--- src/verilog/parity_logger_pkg.sv ---
// Register map, field layout, reset values and carrier types of the parity error logger
package parity_logger_pkg;

  localparam int LANES    = 8;
  localparam int TT_WIDTH = 5;
  localparam int IRQ_W    = 2;

  // Register byte addresses
  localparam logic [31:0] ADDR_CONTROL    = 32'hFEF80068;
  localparam logic [31:0] ADDR_ERR_ADDR   = 32'hFEF80070;
  localparam logic [31:0] ADDR_ERR_UPPER  = 32'hFEF80078;
  localparam logic [31:0] ADDR_ERR_LOWER  = 32'hFEF80080;
  localparam logic [31:0] ADDR_IRQ_STATUS = 32'hFEF80084;
  localparam logic [31:0] ADDR_IRQ_CLEAR  = 32'hFEF80088;
  localparam logic [31:0] ADDR_IRQ_ENABLE = 32'hFEF8008C;

  // Control register field positions
  localparam int CTL_LOGGED_BIT = 31;
  localparam int CTL_TT_LSB     = 24;
  localparam int CTL_DP_LSB     = 16;
  localparam int CTL_CKALL_BIT  = 9;
  localparam int CTL_ME_BIT     = 8;
  localparam int CTL_INV_LSB    = 0;

  // Interrupt status bit positions
  localparam int IRQ_LOGGED  = 0;
  localparam int IRQ_OVERRUN = 1;

  // Reset values
  localparam logic [31:0]       RESET_CAPTURE = 32'h00000000;
  localparam logic [LANES-1:0]  RESET_INVERT  = 8'h00;
  localparam logic [TT_WIDTH-1:0] RESET_TT    = 5'h00;
  localparam logic [IRQ_W-1:0]  RESET_IRQ     = 2'h0;

  localparam logic [1:0] RESP_OKAY   = 2'h0;
  localparam logic [1:0] RESP_SLVERR = 2'h2;
  localparam logic [1:0] RESP_DECERR = 2'h3;

  typedef enum {
    SEL_NONE, SEL_CONTROL, SEL_ERR_ADDR, SEL_ERR_UPPER,
    SEL_ERR_LOWER, SEL_IRQ_STATUS, SEL_IRQ_CLEAR, SEL_IRQ_ENABLE
  } regSel_t;

  // Address tenure as latched at the start strobe
  typedef struct packed {
    logic [31:0]         addr;
    logic [TT_WIDTH-1:0] tt;
    logic                hit;
    logic                write;
  } tenure_t;

  // One data beat as seen on the bus
  typedef struct packed {
    logic [31:0]      upper;
    logic [31:0]      lower;
    logic [LANES-1:0] par;
  } dataBeat_t;

  function automatic regSel_t decodeReg(input logic [31:0] a);
    unique case (a)
      ADDR_CONTROL:    decodeReg = SEL_CONTROL;
      ADDR_ERR_ADDR:   decodeReg = SEL_ERR_ADDR;
      ADDR_ERR_UPPER:  decodeReg = SEL_ERR_UPPER;
      ADDR_ERR_LOWER:  decodeReg = SEL_ERR_LOWER;
      ADDR_IRQ_STATUS: decodeReg = SEL_IRQ_STATUS;
      ADDR_IRQ_CLEAR:  decodeReg = SEL_IRQ_CLEAR;
      ADDR_IRQ_ENABLE: decodeReg = SEL_IRQ_ENABLE;
      default:         decodeReg = SEL_NONE;
    endcase
  endfunction

  function automatic logic [31:0] mergeStrb(input logic [31:0] old, input logic [31:0] nw,
                                            input logic [3:0] strb);
    logic [31:0] r;
    r = old;
    for (int i = 0; i < 4; i++) begin
      if (strb[i]) begin
        r[i*8 +: 8] = nw[i*8 +: 8];
      end
    end
    mergeStrb = r;
  endfunction

endpackage

--- src/verilog/bus_parity_error_logger.sv ---
// Data bus parity checker and error logger with AXI4-Lite register access
//
// Local design decision: the AXI4-Lite interface to the registers.
module bus_parity_error_logger
  import parity_logger_pkg::*;
(
  // Clock and reset
  input  wire logic                clk,
  input  wire logic                reset,
  // Processor bus address tenure
  input  wire logic                tsN,
  input  wire logic [31:0]         busAddr,
  input  wire logic [TT_WIDTH-1:0] busTt,
  input  wire logic                addrHit,
  input  wire logic                busWrite,
  // Processor bus data tenure
  input  wire logic                taN,
  input  wire logic                artryN,
  input  wire logic [31:0]         dataHigh,
  input  wire logic [31:0]         dataLow,
  input  wire logic [LANES-1:0]    dpIn,
  // Read data the device is about to drive
  input  wire logic                readDrive,
  input  wire logic [63:0]         readData,
  // Parity pins driven by the device
  output logic      [LANES-1:0]    dpOut,
  output logic                     dpOe,
  // Error signalling
  output logic                     machineCheckReqN,
  output logic                     irq,
  // AXI4-Lite write address
  input  wire logic                awvalid,
  output logic                     awready,
  input  wire logic [31:0]         awaddr,
  // AXI4-Lite write data
  input  wire logic                wvalid,
  output logic                     wready,
  input  wire logic [31:0]         wdata,
  input  wire logic [3:0]          wstrb,
  // AXI4-Lite write response
  output logic                     bvalid,
  input  wire logic                bready,
  output logic      [1:0]          bresp,
  // AXI4-Lite read address
  input  wire logic                arvalid,
  output logic                     arready,
  input  wire logic [31:0]         araddr,
  // AXI4-Lite read data
  output logic                     rvalid,
  input  wire logic                rready,
  output logic      [31:0]         rdata,
  output logic      [1:0]          rresp
);

  // Bus side state
  tenure_t             tenure_r;
  dataBeat_t           beat;
  logic [LANES-1:0]    checkPar;
  logic [LANES-1:0]    drivePar;
  logic [LANES-1:0]    laneErr;
  logic                checkCycle;
  logic                parityErr;
  logic                logRise;

  // Logged error state
  logic                logged_r;
  logic [31:0]         errAddr_r;
  logic [31:0]         errUpper_r;
  logic [31:0]         errLower_r;
  logic [TT_WIDTH-1:0] errTt_r;
  logic [LANES-1:0]    errPar_r;

  // Control state
  logic                ckall_r;
  logic                mchkEnable_r;
  logic [LANES-1:0]    invert_r;

  // Pin outputs
  logic [LANES-1:0]    dpOut_r;
  logic                dpOe_r;
  logic                mchkN_r;

  // AXI state
  logic                awReady_r;
  logic                awHeld_r;
  logic [31:0]         awAddr_r;
  logic                wReady_r;
  logic                wHeld_r;
  logic [31:0]         wData_r;
  logic [3:0]          wStrb_r;
  logic                bValid_r;
  logic [1:0]          bResp_r;
  logic                arReady_r;
  logic                rValid_r;
  logic [31:0]         rData_r;
  logic [1:0]          rResp_r;

  // Register file access decode
  logic                writeGo;
  regSel_t             wSel;
  regSel_t             rSel;
  logic [31:0]         controlWord;
  logic [31:0]         controlNew;
  logic [31:0]         clearWord;
  logic [31:0]         enableWord;
  logic                clearLogged;
  logic [IRQ_W-1:0]    irqEvents;
  logic [IRQ_W-1:0]    irqClear;
  logic                irqEnableWrite;
  logic [IRQ_W-1:0]    irqStatus;
  logic [IRQ_W-1:0]    irqEnable;
  logic                irqLine;

  // ---------------------------------------------------------------
  // Parity check
  // ---------------------------------------------------------------

  // The tenure is held until the next start strobe; a pipelined bus that
  // starts a new address tenure before the data tenure ends would need a queue
  always_ff @(posedge clk or posedge reset) begin
    if (reset) begin
      tenure_r <= '0;
    end else if (!tsN) begin
      tenure_r <= '{addr: busAddr, tt: busTt, hit: addrHit, write: busWrite};
    end
  end

  assign beat = '{upper: dataHigh, lower: dataLow, par: dpIn};

  lane_parity uCheckParity (
    .data   ({beat.upper, beat.lower}),
    .oddPar (checkPar)
  );

  assign laneErr = checkPar ^ beat.par;

  always_comb begin
    checkCycle = 1'b0;
    if (!taN && artryN) begin
      if (ckall_r) begin
        checkCycle = 1'b1;
      end else begin
        checkCycle = tenure_r.hit && tenure_r.write;
      end
    end
  end

  assign parityErr = checkCycle && (|laneErr);
  assign logRise   = parityErr && !logged_r;

  // Set wins over a clear written in the same cycle
  always_ff @(posedge clk or posedge reset) begin
    if (reset) begin
      logged_r <= 1'b0;
    end else if (parityErr) begin
      logged_r <= 1'b1;
    end else if (clearLogged) begin
      logged_r <= 1'b0;
    end
  end

  // Captures hold the first error until software clears the flag
  always_ff @(posedge clk or posedge reset) begin
    if (reset) begin
      errAddr_r  <= RESET_CAPTURE;
      errUpper_r <= RESET_CAPTURE;
      errLower_r <= RESET_CAPTURE;
      errTt_r    <= RESET_TT;
      errPar_r   <= RESET_INVERT;
    end else if (logRise) begin
      errAddr_r  <= tenure_r.addr;
      errUpper_r <= beat.upper;
      errLower_r <= beat.lower;
      errTt_r    <= tenure_r.tt;
      errPar_r   <= beat.par;
    end
  end

  always_ff @(posedge clk or posedge reset) begin
    if (reset) begin
      mchkN_r <= 1'b1;
    end else begin
      mchkN_r <= !(logRise && mchkEnable_r);
    end
  end

  // ---------------------------------------------------------------
  // Parity driven on device reads
  // ---------------------------------------------------------------

  lane_parity uDriveParity (
    .data   (readData),
    .oddPar (drivePar)
  );

  always_ff @(posedge clk or posedge reset) begin
    if (reset) begin
      dpOut_r <= '0;
      dpOe_r  <= 1'b0;
    end else begin
      dpOut_r <= drivePar ^ invert_r;
      dpOe_r  <= readDrive;
    end
  end

  // ---------------------------------------------------------------
  // Interrupts
  // ---------------------------------------------------------------

  assign irqEvents[IRQ_LOGGED]  = logRise;
  assign irqEvents[IRQ_OVERRUN] = parityErr && logged_r;

  irq_sticky uIrq (
    .clk         (clk),
    .reset       (reset),
    .events      (irqEvents),
    .clearBits   (irqClear),
    .enableWrite (irqEnableWrite),
    .enableData  (enableWord[IRQ_W-1:0]),
    .status      (irqStatus),
    .enable      (irqEnable),
    .irq         (irqLine)
  );

  // ---------------------------------------------------------------
  // AXI4-Lite write path
  // ---------------------------------------------------------------

  // Ready drops after each handshake and returns once the response is accepted,
  // so only one write is ever held
  always_ff @(posedge clk or posedge reset) begin
    if (reset) begin
      awReady_r <= 1'b1;
      awHeld_r  <= 1'b0;
      awAddr_r  <= '0;
    end else if (awvalid && awReady_r) begin
      awReady_r <= 1'b0;
      awHeld_r  <= 1'b1;
      awAddr_r  <= awaddr;
    end else if (writeGo) begin
      awHeld_r  <= 1'b0;
    end else if (bValid_r && bready) begin
      awReady_r <= 1'b1;
    end
  end

  always_ff @(posedge clk or posedge reset) begin
    if (reset) begin
      wReady_r <= 1'b1;
      wHeld_r  <= 1'b0;
      wData_r  <= '0;
      wStrb_r  <= '0;
    end else if (wvalid && wReady_r) begin
      wReady_r <= 1'b0;
      wHeld_r  <= 1'b1;
      wData_r  <= wdata;
      wStrb_r  <= wstrb;
    end else if (writeGo) begin
      wHeld_r  <= 1'b0;
    end else if (bValid_r && bready) begin
      wReady_r <= 1'b1;
    end
  end

  assign writeGo = awHeld_r && wHeld_r;
  assign wSel    = decodeReg(awAddr_r);

  always_ff @(posedge clk or posedge reset) begin
    if (reset) begin
      bValid_r <= 1'b0;
      bResp_r  <= RESP_OKAY;
    end else if (writeGo) begin
      bValid_r <= 1'b1;
      unique case (wSel)
        SEL_CONTROL, SEL_IRQ_CLEAR, SEL_IRQ_ENABLE: bResp_r <= RESP_OKAY;
        SEL_NONE:                                   bResp_r <= RESP_DECERR;
        default:                                    bResp_r <= RESP_SLVERR;
      endcase
    end else if (bValid_r && bready) begin
      bValid_r <= 1'b0;
    end
  end

  assign controlNew = mergeStrb(controlWord, wData_r, wStrb_r);
  assign clearWord  = mergeStrb(32'h00000000, wData_r, wStrb_r);
  assign enableWord = mergeStrb({{(32-IRQ_W){1'b0}}, irqEnable}, wData_r, wStrb_r);

  // Logged flag is write-one-to-clear through the control register
  assign clearLogged    = writeGo && (wSel == SEL_CONTROL) && clearWord[CTL_LOGGED_BIT];
  assign irqClear       = (writeGo && (wSel == SEL_IRQ_CLEAR)) ? clearWord[IRQ_W-1:0] : RESET_IRQ;
  assign irqEnableWrite = writeGo && (wSel == SEL_IRQ_ENABLE);

  always_ff @(posedge clk or posedge reset) begin
    if (reset) begin
      ckall_r      <= 1'b0;
      mchkEnable_r <= 1'b0;
      invert_r     <= RESET_INVERT;
    end else if (writeGo && (wSel == SEL_CONTROL)) begin
      ckall_r      <= controlNew[CTL_CKALL_BIT];
      mchkEnable_r <= controlNew[CTL_ME_BIT];
      invert_r     <= controlNew[CTL_INV_LSB +: LANES];
    end
  end

  // ---------------------------------------------------------------
  // AXI4-Lite read path
  // ---------------------------------------------------------------

  always_comb begin
    controlWord = 32'h00000000;
    controlWord[CTL_LOGGED_BIT]           = logged_r;
    controlWord[CTL_TT_LSB +: TT_WIDTH]   = errTt_r;
    controlWord[CTL_DP_LSB +: LANES]      = errPar_r;
    controlWord[CTL_CKALL_BIT]            = ckall_r;
    controlWord[CTL_ME_BIT]               = mchkEnable_r;
    controlWord[CTL_INV_LSB +: LANES]     = invert_r;
  end

  assign rSel = decodeReg(araddr);

  always_ff @(posedge clk or posedge reset) begin
    if (reset) begin
      arReady_r <= 1'b1;
      rValid_r  <= 1'b0;
      rData_r   <= '0;
      rResp_r   <= RESP_OKAY;
    end else if (arvalid && arReady_r) begin
      arReady_r <= 1'b0;
      rValid_r  <= 1'b1;
      rResp_r   <= (rSel == SEL_NONE) ? RESP_DECERR : RESP_OKAY;
      unique case (rSel)
        SEL_CONTROL:    rData_r <= controlWord;
        SEL_ERR_ADDR:   rData_r <= errAddr_r;
        SEL_ERR_UPPER:  rData_r <= errUpper_r;
        SEL_ERR_LOWER:  rData_r <= errLower_r;
        SEL_IRQ_STATUS: rData_r <= {{(32-IRQ_W){1'b0}}, irqStatus};
        SEL_IRQ_ENABLE: rData_r <= {{(32-IRQ_W){1'b0}}, irqEnable};
        SEL_IRQ_CLEAR:  rData_r <= 32'h00000000;
        SEL_NONE:       rData_r <= 32'h00000000;
      endcase
    end else if (rValid_r && rready) begin
      rValid_r  <= 1'b0;
      arReady_r <= 1'b1;
    end
  end

  // ---------------------------------------------------------------
  // Outputs
  // ---------------------------------------------------------------

  assign dpOut            = dpOut_r;
  assign dpOe             = dpOe_r;
  assign machineCheckReqN = mchkN_r;
  assign irq              = irqLine;
  assign awready          = awReady_r;
  assign wready           = wReady_r;
  assign bvalid           = bValid_r;
  assign bresp            = bResp_r;
  assign arready          = arReady_r;
  assign rvalid           = rValid_r;
  assign rdata            = rData_r;
  assign rresp            = rResp_r;

endmodule // bus_parity_error_logger

--- src/verilog/lane_parity.sv ---
// Odd parity per byte lane of the 64-bit data bus, lane 0 on the most significant byte
module lane_parity
  import parity_logger_pkg::*;
(
  // Data
  input  wire logic [63:0]      data,
  // Parity bit that makes each lane odd
  output logic      [LANES-1:0] oddPar
);

  genvar k;
  generate
    for (k = 0; k < LANES; k++) begin : gLane
      assign oddPar[k] = ~(^data[63-8*k -: 8]);
    end
  endgenerate

endmodule // lane_parity

--- src/verilog/irq_sticky.sv ---
// Sticky interrupt status with write-one-to-clear, enable mask and level output
module irq_sticky
  import parity_logger_pkg::*;
(
  // Clock and reset
  input  wire logic             clk,
  input  wire logic             reset,
  // Events and software access
  input  wire logic [IRQ_W-1:0] events,
  input  wire logic [IRQ_W-1:0] clearBits,
  input  wire logic             enableWrite,
  input  wire logic [IRQ_W-1:0] enableData,
  // State
  output logic      [IRQ_W-1:0] status,
  output logic      [IRQ_W-1:0] enable,
  output logic                  irq
);

  logic [IRQ_W-1:0] status_r;
  logic [IRQ_W-1:0] enable_r;
  logic             irq_r;
  logic [IRQ_W-1:0] status_nxt;

  // An event in the clearing cycle survives the clear
  assign status_nxt = (status_r & ~clearBits) | events;

  always_ff @(posedge clk or posedge reset) begin
    if (reset) begin
      status_r <= RESET_IRQ;
    end else begin
      status_r <= status_nxt;
    end
  end

  always_ff @(posedge clk or posedge reset) begin
    if (reset) begin
      enable_r <= RESET_IRQ;
    end else if (enableWrite) begin
      enable_r <= enableData;
    end
  end

  always_ff @(posedge clk or posedge reset) begin
    if (reset) begin
      irq_r <= 1'b0;
    end else begin
      irq_r <= |(status_nxt & (enableWrite ? enableData : enable_r));
    end
  end

  assign status = status_r;
  assign enable = enable_r;
  assign irq    = irq_r;

endmodule // irq_sticky

--- config.mk ---
export PLATFORM = sky130hd
export DESIGN_NAME = bus_parity_error_logger
export DESIGN_NICKNAME = d
export VERILOG_FILES = /design/src/verilog/parity_logger_pkg.sv /design/src/verilog/bus_parity_error_logger.sv /design/src/verilog/lane_parity.sv /design/src/verilog/irq_sticky.sv
export SDC_FILE = /design/constraint.sdc
export NUM_CORES = 1
export LEC_CHECK = 0
export ABC_AREA = 0
export BUFFER_PORTS_ARGS = -buffer_cell sky130_fd_sc_hd__buf_2
export CAP_MARGIN = 20
export CELL_PAD_IN_SITES_DETAIL_PLACEMENT = 0
export CELL_PAD_IN_SITES_GLOBAL_PLACEMENT = 2
export CORE_MARGIN = 8
export CORE_UTILIZATION = 35
export DETAILED_ROUTE_END_ITERATION = 10
export PLACE_DENSITY = 0.85
export REMOVE_ABC_BUFFERS = 1
export SLEW_MARGIN = 30
export SYNTH_ARGS = -nofsm -noshare
export SYNTH_HDL_FRONTEND = slang
export SYNTH_SLANG_ARGS = --single-unit
--- constraint.sdc ---
create_clock -name clk -period 9.2 [get_ports clk]
set_input_delay 0.92 -clock clk [delete_from_list [all_inputs] [get_ports clk]]
set_output_delay 0.92 -clock clk [all_outputs]
set_load 0.03 [all_outputs]
# Word level (Yosys, flattened, before mapping)
# Index checks and enable logic that the tools add are counted.
# word_totals
input_bits	286
out_inout_bits	52
elab_cells	163
ff_bits	285
# op_classes
muxes	27
reduce_logical	53
n_eq_ne	29
n_bitwise	22
# op_table
cell	n
equality test 32 bit (second input constant)	14
case mux 32 bit (7 select lines)	1
XOR reduction 8 bit	16
logical NOT 32 bit	3
equality test 32 x 3 -> 1 bit (second input constant)	2
equality test 32 x 4 -> 1 bit (second input constant)	2
case mux 3 bit (7 select lines)	2
equality test 32 x 1 -> 1 bit (second input constant)	1
equality test 32 x 2 -> 1 bit (second input constant)	1
2-to-1 mux 1 bit	17
logical AND 1 bit	16
NOT 1 bit	16
XOR 8 bit	2
nonzero test 2 bit	7
equality test 3 bit (second input constant)	4
2-to-1 mux 2 bit	5
2-to-1 mux 8 bit	1
AND reduction 2 bit	4
OR reduction 8 bit	1
equality test 3 x 2 -> 1 bit (second input constant)	2
bitwise AND 2 bit	2
inequality test 2 x 1 -> 1 bit (second input constant)	2
case mux 2 bit (2 select lines)	1
OR reduction 2 bit	2
5 further kinds	7

# Depth between registers and ports, before layout
# logic_depth
word_depth	10
depth_mapped	9

# Hierarchy
# From an unflattened synthesis, not the netlist that was laid out.
# unflattened
cells_unflattened	906
area_unflattened_um2	11990.2
# by_module_without_submodules
module	instances	cells_per_inst	area_per_inst_um2
bus_parity_error_logger	1	781	10819.1
lane_parity	2	56	490.5
irq_sticky	1	13	190.2

# Worst setup path before layout
# No wires, ideal clock.
# synth_timing
path_kind	input -> register
startpoint	input port araddr[17]
endpoint	register rData_r[16] (netlist: rdata[16])
arrival_ns	2.964
required_time_ns	9.065
setup_time_ns	0.135
path_slack_ns	6.102
cell_stages	8
n_path_buf	3
path_cell_list	or4b_1 -> or4_1 -> buf_2 -> or4_1 -> buf_2 -> buf_2 -> nor2_1 -> o31ai_1
# synth_via
elab_chain_cells	5
# synth_lines
item	line_no	source
start: declaration	bus_parity_error_logger.sv:47	input wire logic [31:0] araddr,
equality test 32 bit	parity_logger_pkg.sv:60	unique case (a)
case mux 3 bit (7 select lines) (*)	parity_logger_pkg.sv:60	
logical NOT 32 bit or equality test 3 bit (tied branches)	bus_parity_error_logger.sv:331	unique case (rSel)
OR reduction 2 bit (no source line)	-	
case mux 32 bit (7 select lines) (*)	bus_parity_error_logger.sv:331	
end signal: assignment	bus_parity_error_logger.sv:332	SEL_CONTROL: rData_r <= controlWord;
end signal: assignment	bus_parity_error_logger.sv:333	SEL_ERR_ADDR: rData_r <= errAddr_r;
end signal: assignment	bus_parity_error_logger.sv:334	SEL_ERR_UPPER: rData_r <= errUpper_r;
end: declaration	bus_parity_error_logger.sv:95	logic [31:0] rData_r;
# Mark *: on every way between the ends. The rest lies on a longest branch, timed or not.
# A chain may end at the register's enable or synchronous reset.

# Worst setup path in the final report
# layout_timing
startpoint	input port araddr[17]
endpoint	register rData_r[17] (netlist: rdata[17])
# Same word-level chain as after synthesis.

==> results.cfg <==
[logic_synthesis]
yosys_warnings = 0
synth_area_um2 = 11900
synth_area_per_cell_um2 = 13.5
synth_most_common_cell = dfrtp_1
netlist_top_cells_count = dfrtp_1 (258), mux2_2 (121), mux2_1 (88), xnor2_1 (88), nand2_1 (46)
async_flop_share = 1.00
synth_edf_count = 0
synth_top_area_frac = 0.542
ys_seq_area_frac = 0.551
synth_top_cell_by_area = dfrtp_1
ys.flop_type = dfrtp_1
ys_ff_latch = 262
synth_area_leaders = dfrtp_1 (54%), mux2_2 (11%), mux2_1 (8.3%), xnor2_1 (6.5%), xor2_1 (1.8%)
yosys.cell_types.count = 56
synthCells = 881

[sta]
slew_headroom = 0.406
hold_slack_ns = 0.444
rsz0062_at_grt = no
setup_viol = 0
fin_skew_ns = 0.0168
hold_viol_final = 0
fmax_ghz = 0.282
slew_violations = 0
period_needed_ns = 3.55
post-route-period-util = 0.386
worst_pin_slew_ns = 0.883

[place]
place_area_um2 = 13900
place_hpwl_mm = 23.6
place_congestion = 0.758
dpl.cell_count = 1613
numPortBuffers = 315

[clock_network]
postCtsResizedCells = 0
cts_root_buf = clkbuf_16
holdBufCountCts = 0
cts_setup_buffers = 0
clockBufferDepth = 3
cts.sinks = 262
numCtsBuffers = 30
path_clk_slew_ns = 0.06
clock_latency_ns = 0.56
htreeDepth = 1
cts_tree = built

[critical_path]
arrival_ns = 4.01
critical-path-top-delay-family = simple AND/OR/NAND/NOR gates
startpoint_type = primary input
cp_cell_sequence = buf_2 -> or4b_1 -> or4_1 -> nor4b_4 -> buf_4 -> a22o_1 -> a211oi_1 -> o31ai_1
end_kind = flip-flop
cp_slowest_stage_delay_ns = 0.75
cp_slowest_cell = or4_1
cp_num_buf_inv = 2
worstPathMaxFanout = 23
worstSetupPathType = in -> reg
required_ns = 9.66

[power]
switching_share = 0.257
power_per_cell_area_nw_per_um2 = 237
power.switching_mw = 0.916
seqPwrFrac = 0.460
pwr-share-comb = 0.175
irDropWorstVdd_mv = 0.202
p_int_mw = 2.65
p_clk_frac = 0.364
power.leakage_nw = 7.06

[run_status]
status = finished clean

[drt]
vias_per_cell = 4.87
drtIter0Drc = 379
wl_mm = 33.0
vias = 8134
drtPass1Iterations = 5
post-route-drc-count = 0
drtAntennaViolNets = 0
wire_per_inst_um = 19.7

[grt]
grt_max_degree = 126
track_usage = 0.160
grt_overflow = 0
grt_antenna_before_repair = 10
grt_pass1_wl_mm = 51.3
first_global_vias = 8802

[layout]
final_layout_size_suffix_gt1_frac = 0.420
stdcell_area_um2 = 15000
fin_cells = 1670
syn_to_final_growth_pct = 26.3
nets = 1483

[floorplan]
ioPinCount = 338
row_count = 67
initial_core_util = 0.355
die_h_um = 200
fp.coreArea_um2 = 33500
die_x_um = 200
dieArea_um2 = 40200

[job]
cap_violations = 0

[hold_path]
hp-class = reg -> reg
## per-stage QoR
stage	total power, mW	TNS [ns]	util	worst slack (ns)
final	3.57	0	0.449	5.65
after global routing	3.76	0	0.449	5.49
after CTS	3.62	0	0.448	5.63
after detailed placement	2.30	0	0.416	5.03
after global placement	2.27	0	0.415	5.08
after floorplan	2.07	-652.34	-	-6.31
## power by group through the flow
stage	Combinational (mW)	Sequential, mW	Clock [mW]
after CTS	0.639	1.64	1.34
after detailed placement	0.635	1.66	0
after global placement	0.617	1.65	0
after floorplan	0.405	1.67	0
after global routing	0.687	1.69	1.38
final	0.625	1.64	1.30
## registers in the layout, indices dropped and copies added, names as in the netlist, 2 cells and up
register / flops
invert_r: 8
awAddr_r: 32
uIrq.enable: 2
dpOut: 8
errPar_r: 8
errTt_r: 5
uIrq.status: 2
errAddr_r: 32
wStrb_r: 3
bresp: 2
tenure_r: 39
errUpper_r: 32
rdata: 32
errLower_r: 32
wData_r: 11
## cell usage in the layout (no fill, tap or decap), drive strengths merged, types with 4 or more instances in the layout
cell,instances
buf,327
dfrtp,258
mux2,209
xnor2,88
clkbuf,47
nand2,46
nor2,27
xor2,24
o31ai,23
a22o,22
a211oi,22
o21ai,15
nor4,9
a222oi,8
xnor3,8
inv,6
nand3,5
mux2i,5
bufinv,5
nand4,5
diode,4
a22oi,4
nor3b,4
and2,4
dfstp,4
or4,4
a2111oi,4
## metal layers
metal | vias to the layer above | global-route usage | wire length, µm
met4 | 6 | 0.0399 | 742
met1 | 4048 | 0.206 | 14200
met5 | - | 0 | 40
met3 | 45 | 0.0394 | 2060
li1 | 3815 | - | -
met2 | 220 | 0.267 | 15900
## final cells by class
cell class / count / area (µm²)
clock inverters: 6 / 155
clock buffers: 47 / 936
repair buffers: 327 / 1680
well taps: 448 / 561
diodes: 4 / 10.0
flip-flops and latches: 262 / 6560
multi-input cells: 569 / 5110
inverters: 7 / 38.8
fillers: 3169 / 18500
## cells by family after synthesis
group / after synthesis / share of synthesized area
AOI/OAI and AO/OA: 112 / 0.0722
and+or+nand+nor: 123 / 0.0553
buffers and inverters: 50 / 0.0223
xor gates and xnor gates: 120 / 0.0975
DFF: 262 / 0.551
muxes: 214 / 0.202
## worst paths after layout
kind | from | cells after the start | end | slack, ns
setup / recovery | araddr[17] | 8 | rdata[17]$_DFFE_PP0P_ | 5.65
max in group asynchronous | reset | 3 | errAddr_r[21]$_DFFE_PP0P_ | 7.64
hold reg to reg | mchkEnable_r$_DFFE_PP0P_ | 1 | machineCheckReqN$_DFF_PP1_ | 0.44
hold / removal | mchkEnable_r$_DFFE_PP0P_ | 1 | machineCheckReqN$_DFF_PP1_ | 0.44
setup reg to reg | awAddr_r[12]$_DFFE_PP0P_ | 6 | invert_r[4]$_DFFE_PP0P_ | 6.35
min in group asynchronous | reset | 2 | tenure_r[0]$_DFFE_PP0N_ | 0.46
No activity file was read; power rests on OpenSTA's default activity.
